## config.mk

```make
export PLATFORM = sky130hd
export DESIGN_NAME = ped_dispatch
export DESIGN_NICKNAME = d
export VERILOG_FILES = /design/src/hw/ped_pkg.sv /design/src/hw/ped_dispatch.sv /design/src/hw/ped_pin_sync.sv
export SDC_FILE = /design/constraint.sdc
export NUM_CORES = 1
export LEC_CHECK = 0
export ABC_AREA = 1
export BUFFER_PORTS_ARGS = -buffer_cell sky130_fd_sc_hd__buf_4
export CORE_MARGIN = 2
export CORE_UTILIZATION = 41
export CTS_CLUSTER_SIZE = 20
export DETAILED_ROUTE_END_ITERATION = 12
export GPL_ROUTABILITY_DRIVEN = 0
export PLACE_DENSITY = 0.69
export SYNTH_ARGS = -nofsm -noshare
export SYNTH_HDL_FRONTEND = slang
export SYNTH_SLANG_ARGS = --single-unit
export TNS_END_PERCENT = 10
```

## constraint.sdc

```tcl
create_clock -name ref_clk_in -period 1.75 [get_ports ref_clk_in]
set_clock_uncertainty 0.2 [all_clocks]
set_input_delay 0.0875 -clock ref_clk_in [delete_from_list [all_inputs] [get_ports ref_clk_in]]
set_output_delay 0.0875 -clock ref_clk_in [all_outputs]
set_load 0.02 [all_outputs]
```

## src/hw/ped_pkg.sv

```systemverilog
/*
 Package for the power event and fault dispatcher: constants, enumerations
 and carrier structs shared by the top module and its pin synchroniser.
 Assumes a single 10 MHz clock domain and an active-low async reset.
*/
//////////////////////////////////////////////////////////////////////////////
//////////////////////////////////////////////////////////////////////////////
package ped_pkg;

	localparam int          RECOV_W        = 4;
	localparam logic [3:0]  RECOV_MAX      = 4'hF;
	localparam logic [3:0]  RECOV_RESET    = 4'h0;
	localparam logic [3:0]  RECOV_LIM_OFF  = 4'h0;
	localparam int          SYNC_STAGES    = 2;
	localparam int          NUM_PINS       = 4;
	localparam int          PIN_WAKE_A     = 0;
	localparam int          PIN_WAKE_B     = 1;
	localparam int          PIN_SLEEP_A    = 2;
	localparam int          PIN_SLEEP_B    = 3;
	localparam logic [1:0]  ACT_IMMEDIATE  = 2'h0;
	localparam logic [1:0]  ACT_ORDERLY    = 2'h1;
	localparam logic [1:0]  ACT_IRQ_ONLY   = 2'h2;
	localparam logic [1:0]  ACT_NONE       = 2'h3;

	typedef enum logic [2:0] {
		PED_TRG_NONE,
		PED_TRG_STARTUP,
		PED_TRG_ACTIVE,
		PED_TRG_MCU_ONLY,
		PED_TRG_SLEEP,
		PED_TRG_ORDERLY,
		PED_TRG_IMMEDIATE
	} ped_trigger_t;

	typedef enum logic [1:0] {
		PED_SLP_ACTIVE,
		PED_SLP_MCU_ONLY,
		PED_SLP_RETENTION
	} ped_sleep_sel_t;

	typedef enum {
		PED_ST_POR,
		PED_ST_RUN,
		PED_ST_LOCKED
	} ped_state_t;

	// Per-event action selection loaded from non-volatile settings
	typedef struct packed {
		logic [1:0] recov_limit;
		logic [1:0] clk_missing;
	} ped_nvm_cfg_t;

	typedef struct packed {
		logic regulators_off;
		logic pulldowns_on;
		logic gpio_low;
		logic sequenced;
	} ped_shutdown_t;

	typedef struct packed {
		logic first_supply;
		logic pin;
		logic clk_missing;
		logic addr_err;
	} ped_irq_t;

endpackage : ped_pkg

```

## src/hw/ped_dispatch.sv

```systemverilog
/*
 Event and fault dispatcher: maps wake, sleep, supply, clock and recovery
 events onto state machine triggers, shutdown actions and W1C flags.
 Assumes supply and clock fault detectors give synchronous levels and that
 rstn_in is released only after the analog main supply is valid.
*/
`timescale 1ns/1ps
module ped_dispatch (
	input  wire logic                        ref_clk_in,
	input  wire logic                        rstn_in,
	input  wire logic                        internal_regulator_fault_in,
	input  wire logic                        main_clk_fault_in,
	input  wire logic                        analog_main_supply_uvlo_in,
	input  wire logic                        first_supply_detect_in,
	input  wire logic                        recovery_event_in,
	input  wire logic [ped_pkg::RECOV_W-1:0] recovery_count_limit_in,
	input  wire logic [1:0]                  startup_target_state_in,
	input  wire logic                        clk_detector_enable_in,
	input  wire logic                        clk_detector_missing_in,
	input  wire logic                        if_addr_error_in,
	input  wire logic                        primary_if_crc_enable_in,
	input  wire logic                        secondary_if_crc_enable_in,
	input  wire ped_pkg::ped_nvm_cfg_t       nvm_cfg_in,
	input  wire logic                        wake_to_active_in,
	input  wire logic                        wake_to_mcu_only_in,
	input  wire logic                        sleep_ctrl_a_n_in,
	input  wire logic                        sleep_ctrl_b_n_in,
	input  wire logic                        sleep_ctrl_a_bit_in,
	input  wire logic                        sleep_ctrl_b_bit_in,
	input  wire logic                        sleep_ctrl_a_irq_mask_in,
	input  wire logic                        sleep_ctrl_b_irq_mask_in,
	input  wire logic [1:0]                  pin_rise_irq_mask_in,
	input  wire logic [1:0]                  pin_fall_irq_mask_in,
	input  wire logic                        first_supply_irq_mask_in,
	input  wire logic                        clk_missing_irq_mask_in,
	input  wire logic                        addr_err_irq_mask_in,
	input  wire ped_pkg::ped_irq_t           irq_clear_in,
	output ped_pkg::ped_irq_t                irq_flag_out,
	output logic                             irq_out,
	output ped_pkg::ped_trigger_t            trigger_out,
	output logic [1:0]                       startup_trigger_out,
	output ped_pkg::ped_sleep_sel_t          sleep_sel_out,
	output ped_pkg::ped_shutdown_t           shutdown_out,
	output logic                             logic_reset_out,
	output logic [ped_pkg::RECOV_W-1:0]      recovery_count_out,
	output logic [ped_pkg::NUM_PINS-1:0]     pin_live_level_out
);

	//////////////////////////////////////////////////////////////////////////
	// Pin synchronisation and edge detection

	logic [ped_pkg::NUM_PINS-1:0] pins_sync;
	logic [ped_pkg::NUM_PINS-1:0] pins_prev;
	logic [1:0]                   wake_rise;
	logic [1:0]                   wake_fall;
	logic [1:0]                   wake_hit;
	logic [1:0]                   wake_irq;
	logic [ped_pkg::SYNC_STAGES-1:0] sync_fill;
	logic                         pins_valid;

	// Sleep pins idle high but the synchroniser resets low: hold them awake
	// until the synchroniser has filled, so no false sleep follows reset
	always_ff @(posedge ref_clk_in or negedge rstn_in) begin
		if (!rstn_in)
			sync_fill <= '0;
		else
			sync_fill <= {sync_fill[ped_pkg::SYNC_STAGES-2:0], 1'b1};
	end

	assign pins_valid = sync_fill[ped_pkg::SYNC_STAGES-1];

	ped_pin_sync #(
		.WIDTH(ped_pkg::NUM_PINS)
	) u_sync (
		.ref_clk_in(ref_clk_in),
		.rstn_in   (rstn_in),
		.async_in  ({sleep_ctrl_b_n_in, sleep_ctrl_a_n_in,
		             wake_to_mcu_only_in, wake_to_active_in}),
		.sync_out  (pins_sync)
	);

	always_ff @(posedge ref_clk_in or negedge rstn_in) begin
		if (!rstn_in) begin
			pins_prev          <= '0;
			pin_live_level_out <= '0;
		end else begin
			pins_prev          <= pins_sync;
			pin_live_level_out <= pins_sync;
		end
	end

	genvar gi;
	generate
		for (gi = 0; gi < 2; gi++) begin : g_wake
			assign wake_rise[gi] = pins_sync[gi] & ~pins_prev[gi];
			assign wake_fall[gi] = ~pins_sync[gi] & pins_prev[gi];
			assign wake_hit[gi]  = wake_rise[gi] | wake_fall[gi];
			assign wake_irq[gi]  = (wake_rise[gi] & ~pin_rise_irq_mask_in[gi])
			                     | (wake_fall[gi] & ~pin_fall_irq_mask_in[gi]);
		end
	endgenerate

	//////////////////////////////////////////////////////////////////////////
	// Fault classification

	logic hard_fault;
	logic clk_event;
	logic addr_event;
	logic crc_active;
	logic limit_hit;

	assign hard_fault = internal_regulator_fault_in
	                  | analog_main_supply_uvlo_in;
	assign clk_event  = clk_detector_enable_in & clk_detector_missing_in;
	assign crc_active = primary_if_crc_enable_in
	                  & secondary_if_crc_enable_in;
	assign addr_event = if_addr_error_in & crc_active;
	assign limit_hit  = (recovery_count_limit_in != ped_pkg::RECOV_LIM_OFF)
	                  & (recovery_count_out > recovery_count_limit_in);

	//////////////////////////////////////////////////////////////////////////
	// Lock state: clock fault and recovery exhaustion need a power cycle

	ped_pkg::ped_state_t state;
	ped_pkg::ped_state_t next_state;
	logic                clk_lock_fault;
	logic                limit_fault;
	logic                clk_locked;

	// A clock fault holds until power cycle even if the clock recovers
	always_ff @(posedge ref_clk_in or negedge rstn_in) begin
		if (!rstn_in)
			clk_locked <= 1'b0;
		else if (main_clk_fault_in)
			clk_locked <= 1'b1;
	end

	assign clk_lock_fault = main_clk_fault_in | clk_locked;
	assign limit_fault    = limit_hit
	                      & (nvm_cfg_in.recov_limit != ped_pkg::ACT_NONE);

	always_comb begin
		next_state = state;
		case (state)
			ped_pkg::PED_ST_POR: begin
				if (clk_lock_fault || limit_fault)
					next_state = ped_pkg::PED_ST_LOCKED;
				else
					next_state = ped_pkg::PED_ST_RUN;
			end
			ped_pkg::PED_ST_RUN: begin
				if (clk_lock_fault || limit_fault)
					next_state = ped_pkg::PED_ST_LOCKED;
			end
			ped_pkg::PED_ST_LOCKED: next_state = ped_pkg::PED_ST_LOCKED;
			default: next_state = ped_pkg::PED_ST_POR;
		endcase
	end

	always_ff @(posedge ref_clk_in or negedge rstn_in) begin
		if (!rstn_in)
			state <= ped_pkg::PED_ST_POR;
		else if (hard_fault)
			state <= ped_pkg::PED_ST_POR;
		else
			state <= next_state;
	end

	//////////////////////////////////////////////////////////////////////////
	// Recovery counter

	always_ff @(posedge ref_clk_in or negedge rstn_in) begin
		if (!rstn_in)
			recovery_count_out <= ped_pkg::RECOV_RESET;
		else if (recovery_event_in
		         && recovery_count_out != ped_pkg::RECOV_MAX)
			recovery_count_out <= recovery_count_out + 4'h1;
	end

	//////////////////////////////////////////////////////////////////////////
	// Triggers, sleep selection and shutdown actions

	logic                  sleep_a;
	logic                  sleep_b;
	logic                  first_seen;
	logic                  limit_seq;
	ped_pkg::ped_trigger_t next_trigger;
	ped_pkg::ped_shutdown_t next_shutdown;

	assign sleep_a = (pins_sync[ped_pkg::PIN_SLEEP_A] | sleep_ctrl_a_bit_in)
	               | sleep_ctrl_a_irq_mask_in | ~pins_valid;
	assign sleep_b = (pins_sync[ped_pkg::PIN_SLEEP_B] | sleep_ctrl_b_bit_in)
	               | sleep_ctrl_b_irq_mask_in | ~pins_valid;
	assign limit_seq = (nvm_cfg_in.recov_limit == ped_pkg::ACT_ORDERLY);

	always_comb begin
		next_trigger  = ped_pkg::PED_TRG_NONE;
		next_shutdown = '0;
		if (hard_fault || clk_lock_fault) begin
			next_trigger  = ped_pkg::PED_TRG_IMMEDIATE;
			next_shutdown = '{regulators_off: 1'b1, pulldowns_on: 1'b1,
			                  gpio_low: 1'b1, sequenced: 1'b0};
		end else if (state == ped_pkg::PED_ST_LOCKED) begin
			next_trigger  = limit_seq ? ped_pkg::PED_TRG_ORDERLY
			                          : ped_pkg::PED_TRG_IMMEDIATE;
			next_shutdown = '{regulators_off: 1'b1, pulldowns_on: ~limit_seq,
			                  gpio_low: 1'b1, sequenced: limit_seq};
		end else if (first_supply_detect_in && !first_seen) begin
			next_trigger = ped_pkg::PED_TRG_STARTUP;
		end else if (wake_hit[ped_pkg::PIN_WAKE_A]) begin
			next_trigger = ped_pkg::PED_TRG_ACTIVE;
		end else if (wake_hit[ped_pkg::PIN_WAKE_B]) begin
			next_trigger = ped_pkg::PED_TRG_MCU_ONLY;
		end else if (!(sleep_a && sleep_b)) begin
			next_trigger = ped_pkg::PED_TRG_SLEEP;
		end
	end

	always_ff @(posedge ref_clk_in or negedge rstn_in) begin
		if (!rstn_in) begin
			trigger_out     <= ped_pkg::PED_TRG_NONE;
			shutdown_out    <= '{default: 1'b1};
			logic_reset_out <= 1'b1;
		end else begin
			trigger_out     <= next_trigger;
			shutdown_out    <= next_shutdown;
			logic_reset_out <= hard_fault | clk_lock_fault;
		end
	end

	always_ff @(posedge ref_clk_in or negedge rstn_in) begin
		if (!rstn_in)
			sleep_sel_out <= ped_pkg::PED_SLP_ACTIVE;
		else if (sleep_a && sleep_b)
			sleep_sel_out <= ped_pkg::PED_SLP_ACTIVE;
		else if (sleep_a)
			sleep_sel_out <= ped_pkg::PED_SLP_MCU_ONLY;
		else
			sleep_sel_out <= ped_pkg::PED_SLP_RETENTION;
	end

	always_ff @(posedge ref_clk_in or negedge rstn_in) begin
		if (!rstn_in) begin
			first_seen          <= 1'b0;
			startup_trigger_out <= 2'h0;
		end else if (first_supply_detect_in && !first_seen) begin
			first_seen          <= 1'b1;
			startup_trigger_out <= startup_target_state_in;
		end
	end

	//////////////////////////////////////////////////////////////////////////
	// Sticky flags: set wins over write-one clear

	ped_pkg::ped_irq_t set_ev;
	ped_pkg::ped_irq_t next_flag;

	assign set_ev.first_supply = first_supply_detect_in & ~first_seen;
	assign set_ev.pin          = |wake_irq;
	assign set_ev.clk_missing  = clk_event
	                           & (nvm_cfg_in.clk_missing != ped_pkg::ACT_NONE);
	assign set_ev.addr_err     = addr_event;
	assign next_flag = set_ev | (irq_flag_out & ~irq_clear_in);

	always_ff @(posedge ref_clk_in or negedge rstn_in) begin
		if (!rstn_in) begin
			irq_flag_out <= '0;
			irq_out      <= 1'b0;
		end else begin
			irq_flag_out <= next_flag;
			irq_out      <= (next_flag.first_supply & ~first_supply_irq_mask_in)
			              | next_flag.pin
			              | (next_flag.clk_missing & ~clk_missing_irq_mask_in)
			              | (next_flag.addr_err & ~addr_err_irq_mask_in);
		end
	end

endmodule : ped_dispatch

```

## src/hw/ped_pin_sync.sv

```systemverilog
/*
 Two-flop synchroniser for the asynchronous wake and sleep pins.
 Assumes pins are asynchronous to ref_clk_in.
*/
`timescale 1ns/1ps
module ped_pin_sync #(
	parameter int WIDTH = ped_pkg::NUM_PINS
) (
	input  wire logic             ref_clk_in,
	input  wire logic             rstn_in,
	input  wire logic [WIDTH-1:0] async_in,
	output logic      [WIDTH-1:0] sync_out
);

	logic [WIDTH-1:0] stage1;

	always_ff @(posedge ref_clk_in or negedge rstn_in) begin
		if (!rstn_in) begin
			stage1   <= '0;
			sync_out <= '0;
		end else begin
			stage1   <= async_in;
			sync_out <= stage1;
		end
	end

endmodule : ped_pin_sync

```

Yosys cells after proc, flatten, opt, wreduce, memory -nomap -nowiden
Cells that the tools add are included.
{"block": "totals", "word_cells": 106, "ff_bits": 69, "input_bits": 41}
{"block": "classes", "eq_ne": 8, "n_addsub": 1, "n_lt_le_gt_ge": 1, "bitwise": 51, "mux": 15, "n_reduce_logical": 9}
{"operator": "32-bit one-hot mux with 3 select lines", "n": 1}
{"operator": "32-bit two-way mux", "n": 2}
{"operator": "32-bit by 1-bit equality test with 1-bit output (second input constant)", "n": 1}
{"operator": "32-bit by 2-bit equality test with 1-bit output (second input constant)", "n": 1}
{"operator": "32-bit by 3-bit equality test with 1-bit output (second input constant)", "n": 1}
{"operator": "32-bit logical NOT", "n": 1}
{"operator": "1-bit AND", "n": 18}
{"operator": "3-bit two-way mux", "n": 6}
{"operator": "1-bit bitwise OR", "n": 16}
{"operator": "1-bit inverter", "n": 14}
{"operator": "2-bit two-way mux", "n": 4}
{"operator": "4-bit two-way mux", "n": 2}
{"operator": "4-bit by 1-bit adder with 4-bit output (second input constant)", "n": 1}
{"operator": "4-bit AND", "n": 1}
{"operator": "4-bit > comparator", "n": 1}
{"operator": "2-bit inequality test (second input constant)", "n": 2}
{"operator": "4-bit inequality test (second input constant)", "n": 1}
{"operator": "4-bit inverter", "n": 1}
{"operator": "4-bit bitwise OR", "n": 1}
{"operator": "4-bit nonzero test", "n": 1}
{"operator": "1-bit logical AND", "n": 3}
{"operator": "3-bit inequality test (second input constant)", "n": 1}
{"operator": "2-bit by 1-bit equality test with 1-bit output (second input constant)", "n": 1}
{"operator": "1-bit logical OR", "n": 2}
{"operator": "other kinds (2)", "n": 2}

Longest topological paths before layout
Gate-level depths: netlist of the first run.
{"block": "depth", "depth_word": 10, "depth_mapped": 13, "mapped_depth_nobuf": 13}

Modules after synthesis
Synthesis of the first run repeated with hierarchy kept, for this count alone.
{"block": "hier_totals", "hier_cells": 167, "hier_area_um2": 1662.8}
{"mod": "ped_dispatch", "area_per_inst_um2": 1462.7, "cells_each": 159, "n_inst": 1}
{"mod": "ped_pin_sync", "area_per_inst_um2": 200.2, "cells_each": 8, "n_inst": 1}

Least setup slack after synthesis of the first run
OpenSTA, ideal clock, no wires.
{"block": "synth_path", "kind": "reg2out", "from": "reg shutdown_out[1] (netlist name)", "to": "out shutdown_out[3] (netlist name)", "arrival_ps": 720, "slack_ps": 742, "stages_incl_launch_ff": 2, "required_ps": 1462, "path_cell_list": "dfstp_2 buf_4"}
{"element": "to (decl)", "line_no": "ped_dispatch.sv:43", "text": "output ped_pkg::ped_shutdown_t shutdown_out,"}

==> flow_metrics.py, run 1 <==
metrics = {
    "clocking": {
        "numCtsBuffers": 5,
        "cts_buffer_depth": 2,
        "cts.htree.levels": 2,
        "cts_setup_buffers": 0,
        "insertion_delay_ns": 0.29,
        "clock-sinks": 38,
        "root_buffer": "clkbuf_8",
        "cts_tree": "done",
        "clkSlewWorstSetupHoldPaths_ns": 0.08,
    },
    "setup_path": {
        "rr_startpoint": "u_sync.sync_out[3]",
        "cp.required_ns": 1.72,
        "end_kind": "flop",
        "timing.critical_path.fanout_max": 7,
        "crit_family": "buffers and inverters",
        "arrival_ns": 1.62,
        "setup.worst_path.start": "first_supply_detect_in",
        "critPathKind": "in -> reg",
        "crit_path_top_delay_cell": "dlygate4sd3_1",
        "path_buf_inv": 3,
        "cp_cell_sequence": "dlygate4sd3_1 -> buf_4 -> nand2_1 -> nand2_1 -> dlygate4sd3_1",
        "slowest_delay_ns": 0.57,
        "start_kind": "primary input",
    },
    "placement": {
        "dp_cells": 278,
        "dpl_worst_slack_ns": 0.140,
        "port_buffers": 65,
        "place_hpwl_um": 2430,
    },
    "routing": {
        "drt-total-wl_um": 3680,
        "dr_wl_met3_um": 168,
        "top_layer_used": "met4",
        "wl_met1_um": 1410,
        "drc": 0,
        "firstDrtPassIters": 5,
        "postRouteAntennaNets": 0,
        "via_per_inst": 4.37,
        "met2_wirelength_um": 2040,
        "drt_iter0_drc": 47,
        "vias": 1380,
        "wire_per_inst_um": 11.6,
    },
    "synth": {
        "syn_inst": 164,
        "synth_top_area_share_pct": 51.3,
        "ys_seq_area_share_pct": 57.6,
        "synth-seq-cells": 38,
        "syn_area_sq_mm": 0.00166,
        "synth.distinct_cells": 23,
        "syn_avg_cell_area_sq_um": 10.1,
        "ys_warn_count": 0,
        "yosys.area.top_type": "dfrtp_1",
        "synthTopCellsByArea": "dfrtp_1 (51%), ha_1 (9.8%), inv_1 (7.7%)",
        "syn_nets": 218,
    },
    "run": {
        "maxCapViolCount": 0,
    },
    "layout": {
        "layout_commonest_cell": "buf_4",
        "drive_gt1_share_pct": 33.1,
        "fin_cells": 316,
        "final_cell_mix": "buf_4 (65), inv_1 (34), dfrtp_1 (34)",
        "syn_to_final_growth_pct": 59.4,
        "finish.utilization_pct": 67.1,
        "final_net_count": 319,
        "num_antenna_cells": 0,
    },
    "die": {
        "die_y_um": 67.6,
        "die_w_um": 67.6,
        "row_count": 23,
        "io_pins": 66,
        "start_util_pct": 42.1,
        "coreArea_sq_mm": 0.00394,
        "dieArea_sq_mm": 0.00457,
    },
    "worst_hold_path": {
        "hp-start": "clk_detector_missing_in",
        "hp-class": "in -> reg",
    },
    "timing": {
        "drv_slew": 0,
        "rsz0062_at_grt": "true",
        "hold_viol": 0,
        "tns_ns": 0,
        "period_minus_slack_ns": 1.64,
        "final-setup-viol-count": 0,
        "timing.final.crit_share_pct": 93.8,
        "clock.fmax_ghz": 0.609,
        "fin_ws_ns": 0.108,
    },
    "outcome": {
        "status": "finished, final reports clean",
    },
    "global_routing": {
        "grt_pass1_vias": 1309,
        "antenna_found_initial": 0,
        "gr-total-overflow": 0,
        "grt_pass1_wl_um": 5840,
        "grtUsageTotal_pct": 18.0,
        "grt_max_degree": 39,
    },
    "power_and_ir_drop": {
        "power.leakage_nw": 1.38,
        "vdd_ir_drop_max_mv": 0.600,
        "power_w": 0.00257,
        "power.density_mw_per_mm2": 970,
    },
}
==> Yosys cell counts <==
cell / n
o21ai_0: 3
o211ai_1: 1
o2111ai_1: 1
a21oi_1: 7
inv_1: 34
nand3_1: 9
nor2_2: 2
nand2_2: 2
or2_1: 1
xor2_1: 3
buf_4: 1
conb_1: 1
mux2_2: 3
nor4_1: 1
dfstp_2: 4
dfrtp_1: 34
nor3_1: 2
ha_1: 13
nand2_1: 30
o21ai_4: 1
clkinv_4: 1
nor2_1: 9
nand2_4: 1
==> logic make-up after synthesis <==
family | share of synthesized area, %
xor gates and xnor gates | 1.58
and+or+nand+nor | 15.1
DFF | 57.6
other | 0.226
buffers and inverters | 8.67
muxes | 2.04
adders and majority gates | 9.80
AOI/OAI and AO/OA | 4.98
==> where the power goes <==
group	total, W	switching [W]	internal (W)
Sequential	0.00103	0.0000738	0.000957
Combinational	0.000641	0.000328	0.000313
Clock	0.000894	0.000323	0.000571
==> area by class of cell <==
type | instances | area [sq um]
Fill cell | 299 | 1300
Multi-Input combinational cell | 90 | 564
Timing Repair Buffer | 95 | 788
Clock buffer | 5 | 68.8
Sequential cell | 38 | 956
Tap cell | 50 | 62.6
Inverter | 35 | 136
Clock inverter | 3 | 68.8
==> tightest hold or removal path: cells and delay by family <==
kind            cells  cell delay [ns]
buf+inv             1             0.08
compound gates      2             0.18
simple gates        2             0.12
==> path summary, 6_finish.rpt <==
check | to | slack (ns) | cells after the start
max | irq_flag_out[3] | 0.11 | 5
min | irq_out | 0.009 | 5
max reg2reg | sleep_sel_out[0] | 0.14 | 4
min reg2reg | u_sync.sync_out[1] | 0.15 | 0
max in group asynchronous | shutdown_out[2] | 0.90 | 2
min in group asynchronous | irq_out | 0.10 | 2
==> registers in the layout, summed over array words and instances (netlist names) <==
signal               flops
irq_flag_out             4
pins_prev                4
recovery_count_out       4
u_sync.stage1            4
u_sync.sync_out          4
shutdown_out             3
trigger_out              3
sleep_sel_out            2
startup_trigger_out      2
state                    2
sync_fill                2
clk_locked               1
first_seen               1
irq_out                  1
logic_reset_out          1
==> per-stage QoR <==
stage               instance area (sq um)  hold WS (ns)
global placement                     2200        -0.118
floorplan                            1660        -0.408
global route                         2650        0.0493
finish                               2650       0.00929
detailed placement                   2200        -0.124
CTS                                  2640       0.00570
==> per-layer routing <==
layer	up-vias	global-route usage, %
li1	704	-
met1	639	20.7
met2	31	31.9
met3	6	4.50
met4	0	6.89
met5	-	0
==> repair_timing <==
action	CTS	global route
endpoints found under the setup margin	0	2
endpoints found under the hold margin	61	0
hold buffers	30	0
gates resized for setup	0	1
Power figures use the tool's default switching activity.
==> run 2, diff against run 1 <==
==> constraint.sdc (replaced) <==
create_clock -name ref_clk_in -period 1.75 [get_ports ref_clk_in]
set_clock_uncertainty 0.2 [all_clocks]
set_input_delay 0.2625 -clock ref_clk_in [delete_from_list [all_inputs] [get_ports ref_clk_in]]
set_output_delay 0.2625 -clock ref_clk_in [all_outputs]
set_load 0.02 [all_outputs]
==> flow_metrics.py, run 2 (synthesis results as in run 1) <==
metrics = {
    "timing": {
        "hold_slack_ns": 0.00676,
        "final-setup-viol-count": 0,
        "timing.final.crit_share_pct": 90.8,
        "period_minus_slack_ns": 1.59,
        "hold_viol": 0,
        "tns_ns": 0,
        "drv_slew": 0,
        "rsz0062_at_grt": "false",
        "clock.fmax_ghz": 0.630,
        "fin_ws_ns": 0.162,
    },
    "setup_path": {
        "rr_startpoint": "recovery_count_out[1]",
        "crit_path_top_delay_cell": "dlygate4sd3_1",
        "cp_cell_sequence": "dlygate4sd3_1 -> buf_4 -> nor2_2 -> nand2_2 -> clkinv_4 -> nand2_4 -> or2_1",
        "setup.worst_path.start": "main_clk_fault_in",
        "slowest_delay_ns": 0.54,
        "start_kind": "primary input",
        "r2r-end": "state[1]",
        "crit_family": "buffers and inverters",
        "critPathKind": "in -> reg",
        "cp.required_ns": 1.72,
        "reg2reg_slack_ns": 0.17,
        "setup.worst_path.end": "trigger_out[1]",
        "end_kind": "flop",
        "worst-r2r-cell-count": 11,
        "cp.depth": 7,
        "arrival_ns": 1.56,
        "timing.critical_path.fanout_max": 4,
        "path_buf_inv": 3,
    },
    "routing": {
        "postRouteAntennaNets": 0,
        "drt-total-wl_um": 3380,
        "drc": 0,
        "vias": 1284,
        "wire_per_inst_um": 11.3,
        "drt_iter0_drc": 46,
        "firstDrtPassIters": 4,
        "via_per_inst": 4.29,
    },
    "clocking": {
        "cts.htree.levels": 2,
        "clkSlewWorstSetupHoldPaths_ns": 0.08,
        "insertion_delay_ns": 0.28,
        "cts_buffer_depth": 2,
        "numCtsBuffers": 5,
        "root_buffer": "clkbuf_8",
        "clock-sinks": 38,
        "cts_tree": "done",
    },
    "placement": {
        "port_buffers": 65,
        "place_hpwl_um": 2450,
        "dpl_worst_slack_ns": 0.164,
    },
    "global_routing": {
        "grt_use_met2_pct": 27.2,
        "top_usage_layer": "met2",
        "grtUsageMet1_pct": 19.2,
        "gr-total-overflow": 0,
        "antenna_found_initial": 0,
        "grt_pass1_wl_um": 5380,
        "grt_pass1_vias": 1220,
        "use_met3_pct": 5.67,
        "grtUsageTotal_pct": 16.4,
        "grt_max_degree": 39,
    },
    "layout": {
        "final_net_count": 302,
        "final_cell_mix": "buf_4 (68), inv_1 (34), dfrtp_1 (34)",
        "layout_commonest_cell": "buf_4",
        "drive_gt1_share_pct": 36.1,
        "num_antenna_cells": 0,
        "syn_to_final_growth_pct": 48.4,
        "fillCellCount": 311,
    },
    "power_and_ir_drop": {
        "pwr-share-clk_pct": 34.4,
        "vdd_ir_drop_max_mv": 0.718,
        "power.density_mw_per_mm2": 1040,
        "power_frac_seq_pct": 39.7,
        "combPwrFrac_pct": 25.9,
        "power.leakage_nw": 1.31,
        "switching_share_pct": 27.8,
        "switching_power_w": 0.000714,
        "p_int_w": 0.00185,
    },
    "outcome": {
        "status": "finished, final reports clean",
    },
    "die": {
        "io_pins": 66,
        "die_w_um": 67.6,
        "row_count": 23,
        "dieArea_sq_mm": 0.00457,
        "die_y_um": 67.6,
        "coreArea_sq_mm": 0.00394,
        "start_util_pct": 42.1,
    },
    "run": {
        "maxCapViolCount": 0,
    },
    "worst_hold_path": {
        "hp-class": "in -> reg",
    },
}
## run 2: cell types whose count changed in the layout (fill, tap and decap cells not counted), sizes merged
cell	delta
dlygate4sd3	-20
buf	+3
## run 2: worst min path at each step
stage                                    start                     end  depth (start not counted)
floorplan                              rstn_in              clk_locked                          0
global placement                       rstn_in                 irq_out                          1
detailed placement                     rstn_in                 irq_out                          1
CTS                            irq_clear_in[0]         irq_flag_out[0]                          2
global route        startup_target_state_in[1]  startup_trigger_out[1]                          2
finish                         irq_clear_in[0]         irq_flag_out[0]                          2
## run 2: area by class of cell
type / count / area, sq um / share of cell area (%)
Clock buffer: 5 / 68.8 / 2.79
Clock inverter: 3 / 68.8 / 2.79
Multi-Input combinational cell: 90 / 559 / 22.7
Sequential cell: 38 / 956 / 38.8
Tap cell: 50 / 62.6 / 2.54
Inverter: 35 / 136 / 5.54
Timing Repair Buffer: 78 / 611 / 24.8
## run 2: power by group through the flow
stage / Sequential, W / Combinational [W] / Clock (W)
2_1_floorplan: 0.00112 / 0.000255 / 0
3_3_place_gp: 0.00104 / 0.000580 / 0
3_5_place_dp: 0.00105 / 0.000587 / 0
4_1_cts: 0.00103 / 0.000607 / 0.000906
5_1_grt: 0.00103 / 0.000757 / 0.000954
6_report: 0.00102 / 0.000665 / 0.000883
## run 2: repair_timing
item,CTS,global route
hold buffers,10,0
setup buffers,0,3
endpoints found under the setup margin,0,1
gates resized for setup,0,0
endpoints found under the hold margin,43,0
## run 2: metrics by stage
stage	instance area (sq um)	total power (W)	cells	util, %
after CTS	2440	0.00254	296	61.9
after detailed placement	2200	0.00163	278	55.9
after floorplan	1660	0.00137	164	-
after global placement	2200	0.00162	278	55.9
final	2460	0.00257	299	62.5
after global routing	2460	0.00274	299	62.5
## run 2: layer usage
layer | share of wire (%) | wire length (um) | vias to the layer above
li1 | - | - | 669
met4 | 1.6 | 53 | 0
met1 | 42 | 1410 | 580
met5 | 0 | 0 | -
met2 | 52 | 1760 | 29
met3 | 4.6 | 155 | 6
==> run 3, diff against run 2 <==
- GPL_TIMING_DRIVEN: unset -> 0
- SLEW_MARGIN: unset -> 10
==> flow_metrics.py, run 3 (synthesis results as in run 1) <==
metrics = {
    "global_routing": {
        "grtUsageTotal_pct": 14.2,
        "grt_pass1_vias": 1153,
        "gr-total-overflow": 0,
        "grt_max_degree": 39,
        "antenna_found_initial": 0,
        "grt_pass1_wl_um": 4830,
    },
    "setup_path": {
        "rr_startpoint": "recovery_count_out[1]",
        "setup.worst_path.start": "recovery_count_out[1]",
        "end_kind": "flop",
        "reg2reg_slack_ns": 0.12,
        "critPathKind": "reg -> reg",
        "r2r-end": "state[1]",
        "slowest_delay_ns": 0.43,
        "crit_path_top_delay_cell": "dfrtp_1",
        "cp_cell_sequence": "ha_1 -> nand2_1 -> nand2_1 -> nand2_1 -> nand2_1 -> nand2_2 -> nand2_1 -> nand2_1 -> nand2_1 -> nand2_1 -> nand2_1",
        "arrival_ns": 1.61,
        "path_buf_inv": 0,
        "crit_family": "simple AND/OR/NAND/NOR gates",
        "crit_top_cell": "nand2_1",
        "cp.required_ns": 1.73,
        "start_kind": "flop",
        "timing.critical_path.fanout_max": 5,
        "worst-r2r-cell-count": 11,
    },
    "worst_hold_path": {
        "worstHoldPathCells": 4,
        "holdPathEnd": "irq_flag_out[3]",
        "hp-class": "in -> reg",
        "hp-start": "irq_clear_in[3]",
    },
    "die": {
        "start_util_pct": 42.1,
        "row_count": 23,
        "coreArea_sq_mm": 0.00394,
        "die_y_um": 67.6,
        "io_pins": 66,
        "die_w_um": 67.6,
        "dieArea_sq_mm": 0.00457,
    },
    "power_and_ir_drop": {
        "p_int_w": 0.00186,
        "vdd_ir_drop_max_mv": 0.659,
        "power_frac_seq_pct": 40.2,
        "switching_power_w": 0.000708,
        "switching_share_pct": 27.5,
        "combPwrFrac_pct": 25.6,
        "power.density_mw_per_mm2": 1030,
        "power.leakage_nw": 1.32,
        "pwr-share-clk_pct": 34.2,
    },
    "layout": {
        "finish.utilization_pct": 63.5,
        "final_net_count": 305,
        "num_antenna_cells": 0,
        "drive_gt1_share_pct": 36.9,
        "layout_commonest_cell": "buf_4",
        "final_cell_mix": "buf_4 (69), inv_1 (34), dfrtp_1 (33)",
        "fillCellCount": 328,
        "syn_to_final_growth_pct": 50.9,
    },
    "routing": {
        "drt-total-wl_um": 3160,
        "drt_iter0_drc": 51,
        "postRouteAntennaNets": 0,
        "vias": 1281,
        "via_per_inst": 4.24,
        "firstDrtPassIters": 4,
        "drc": 0,
        "wire_per_inst_um": 10.5,
    },
    "timing": {
        "rsz0062_at_grt": "false",
        "tns_ns": 0,
        "hold_viol": 0,
        "hold_slack_ns": 0.0399,
        "timing.final.crit_share_pct": 93.2,
        "period_minus_slack_ns": 1.63,
        "drv_slew": 0,
        "final-setup-viol-count": 0,
        "clock.fmax_ghz": 0.613,
    },
    "clocking": {
        "root_buffer": "clkbuf_8",
        "clock-sinks": 38,
        "cts_buffer_depth": 2,
        "cts.htree.levels": 2,
        "insertion_delay_ns": 0.28,
        "cts_tree": "done",
        "numCtsBuffers": 5,
        "clkSlewWorstSetupHoldPaths_ns": 0.08,
    },
    "placement": {
        "place_hpwl_um": 2350,
        "port_buffers": 65,
    },
    "outcome": {
        "status": "finished, final reports clean",
    },
    "run": {
        "maxCapViolCount": 0,
    },
}
## run 3: changes by cell type in the layout (fill, tap and decap cells not counted)
cell           previous run  this run
dfrtp_1                  34        33
ha_4                      0         1
buf_4                    68        69
dfrtp_2                   0         1
dlygate4sd3_1            10        12
ha_1                     13        12
## run 3: worst max path at each step
stage	slack, ns	endpoint	cells after the start
3_5_place_dp	0.12	state[1]	11
2_1_floorplan	0.15	state[1]	11
4_1_cts	0.11	state[1]	11
6_report	0.12	state[1]	11
3_3_place_gp	0.16	state[1]	11
5_1_grt	0.02	state[1]	11
## run 3: timing repair
| action | in CTS | in global routing |
|---|---|---|
| resized for setup | 0 | 2 |
| buffers inserted | 0 | 3 |
| hold endpoints to repair | 43 | 2 |
| endpoints found under the setup margin | 0 | 1 |
| hold buffers | 10 | 2 |
## run 3: per-layer routing
layer / part of all wire (%) / vias up / global-route usage, %
li1: - / 671 / -
met5: 0 / - / 0
met4: 0.79 / 0 / 3.83
met1: 42 / 576 / 18.0
met2: 52 / 30 / 22.7
met3: 4.8 / 4 / 5.50
## run 3: layout make-up
type	count	area (sq um)	area share, %
inverter	35	136	5.45
tap	50	62.6	2.50
clock inverter	3	68.8	2.75
multi-input combinational	90	572	22.8
timing repair buffer	80	631	25.2
buffer	1	7.51	0.300
clock buffer	5	68.8	2.75
sequential	38	957	38.2
## run 3: worst register-to-register path: stages, from the launching register on
cell and delay (ns):
dfrtp_1 0.43, ha_1 0.31, nand2_1 0.07, nand2_1 0.05, nand2_1 0.05, nand2_1 0.06
nand2_2 0.11, nand2_1 0.06, nand2_1 0.05, nand2_1 0.04, nand2_1 0.05, nand2_1 0.05
## run 3: power by group through the flow
stage / clock network (W) / registers, W / logic, W
2_1_floorplan: 0 / 0.00112 / 0.000255
3_3_place_gp: 0 / 0.00105 / 0.000559
3_5_place_dp: 0 / 0.00105 / 0.000573
4_1_cts: 0.000896 / 0.00104 / 0.000593
5_1_grt: 0.000946 / 0.00105 / 0.000751
6_report: 0.000879 / 0.00103 / 0.000659
## run 3: through the flow
step | instances | area [sq um] | worst slack (ns) | power (W)
5_1_grt | 302 | 2500 | 0.0189 | 0.00275
3_5_place_dp | 279 | 2210 | 0.116 | 0.00163
2_1_floorplan | 164 | 1660 | 0.153 | 0.00137
3_3_place_gp | 279 | 2210 | 0.161 | 0.00161
6_report | 302 | 2500 | 0.119 | 0.00257
4_1_cts | 297 | 2450 | 0.110 | 0.00253
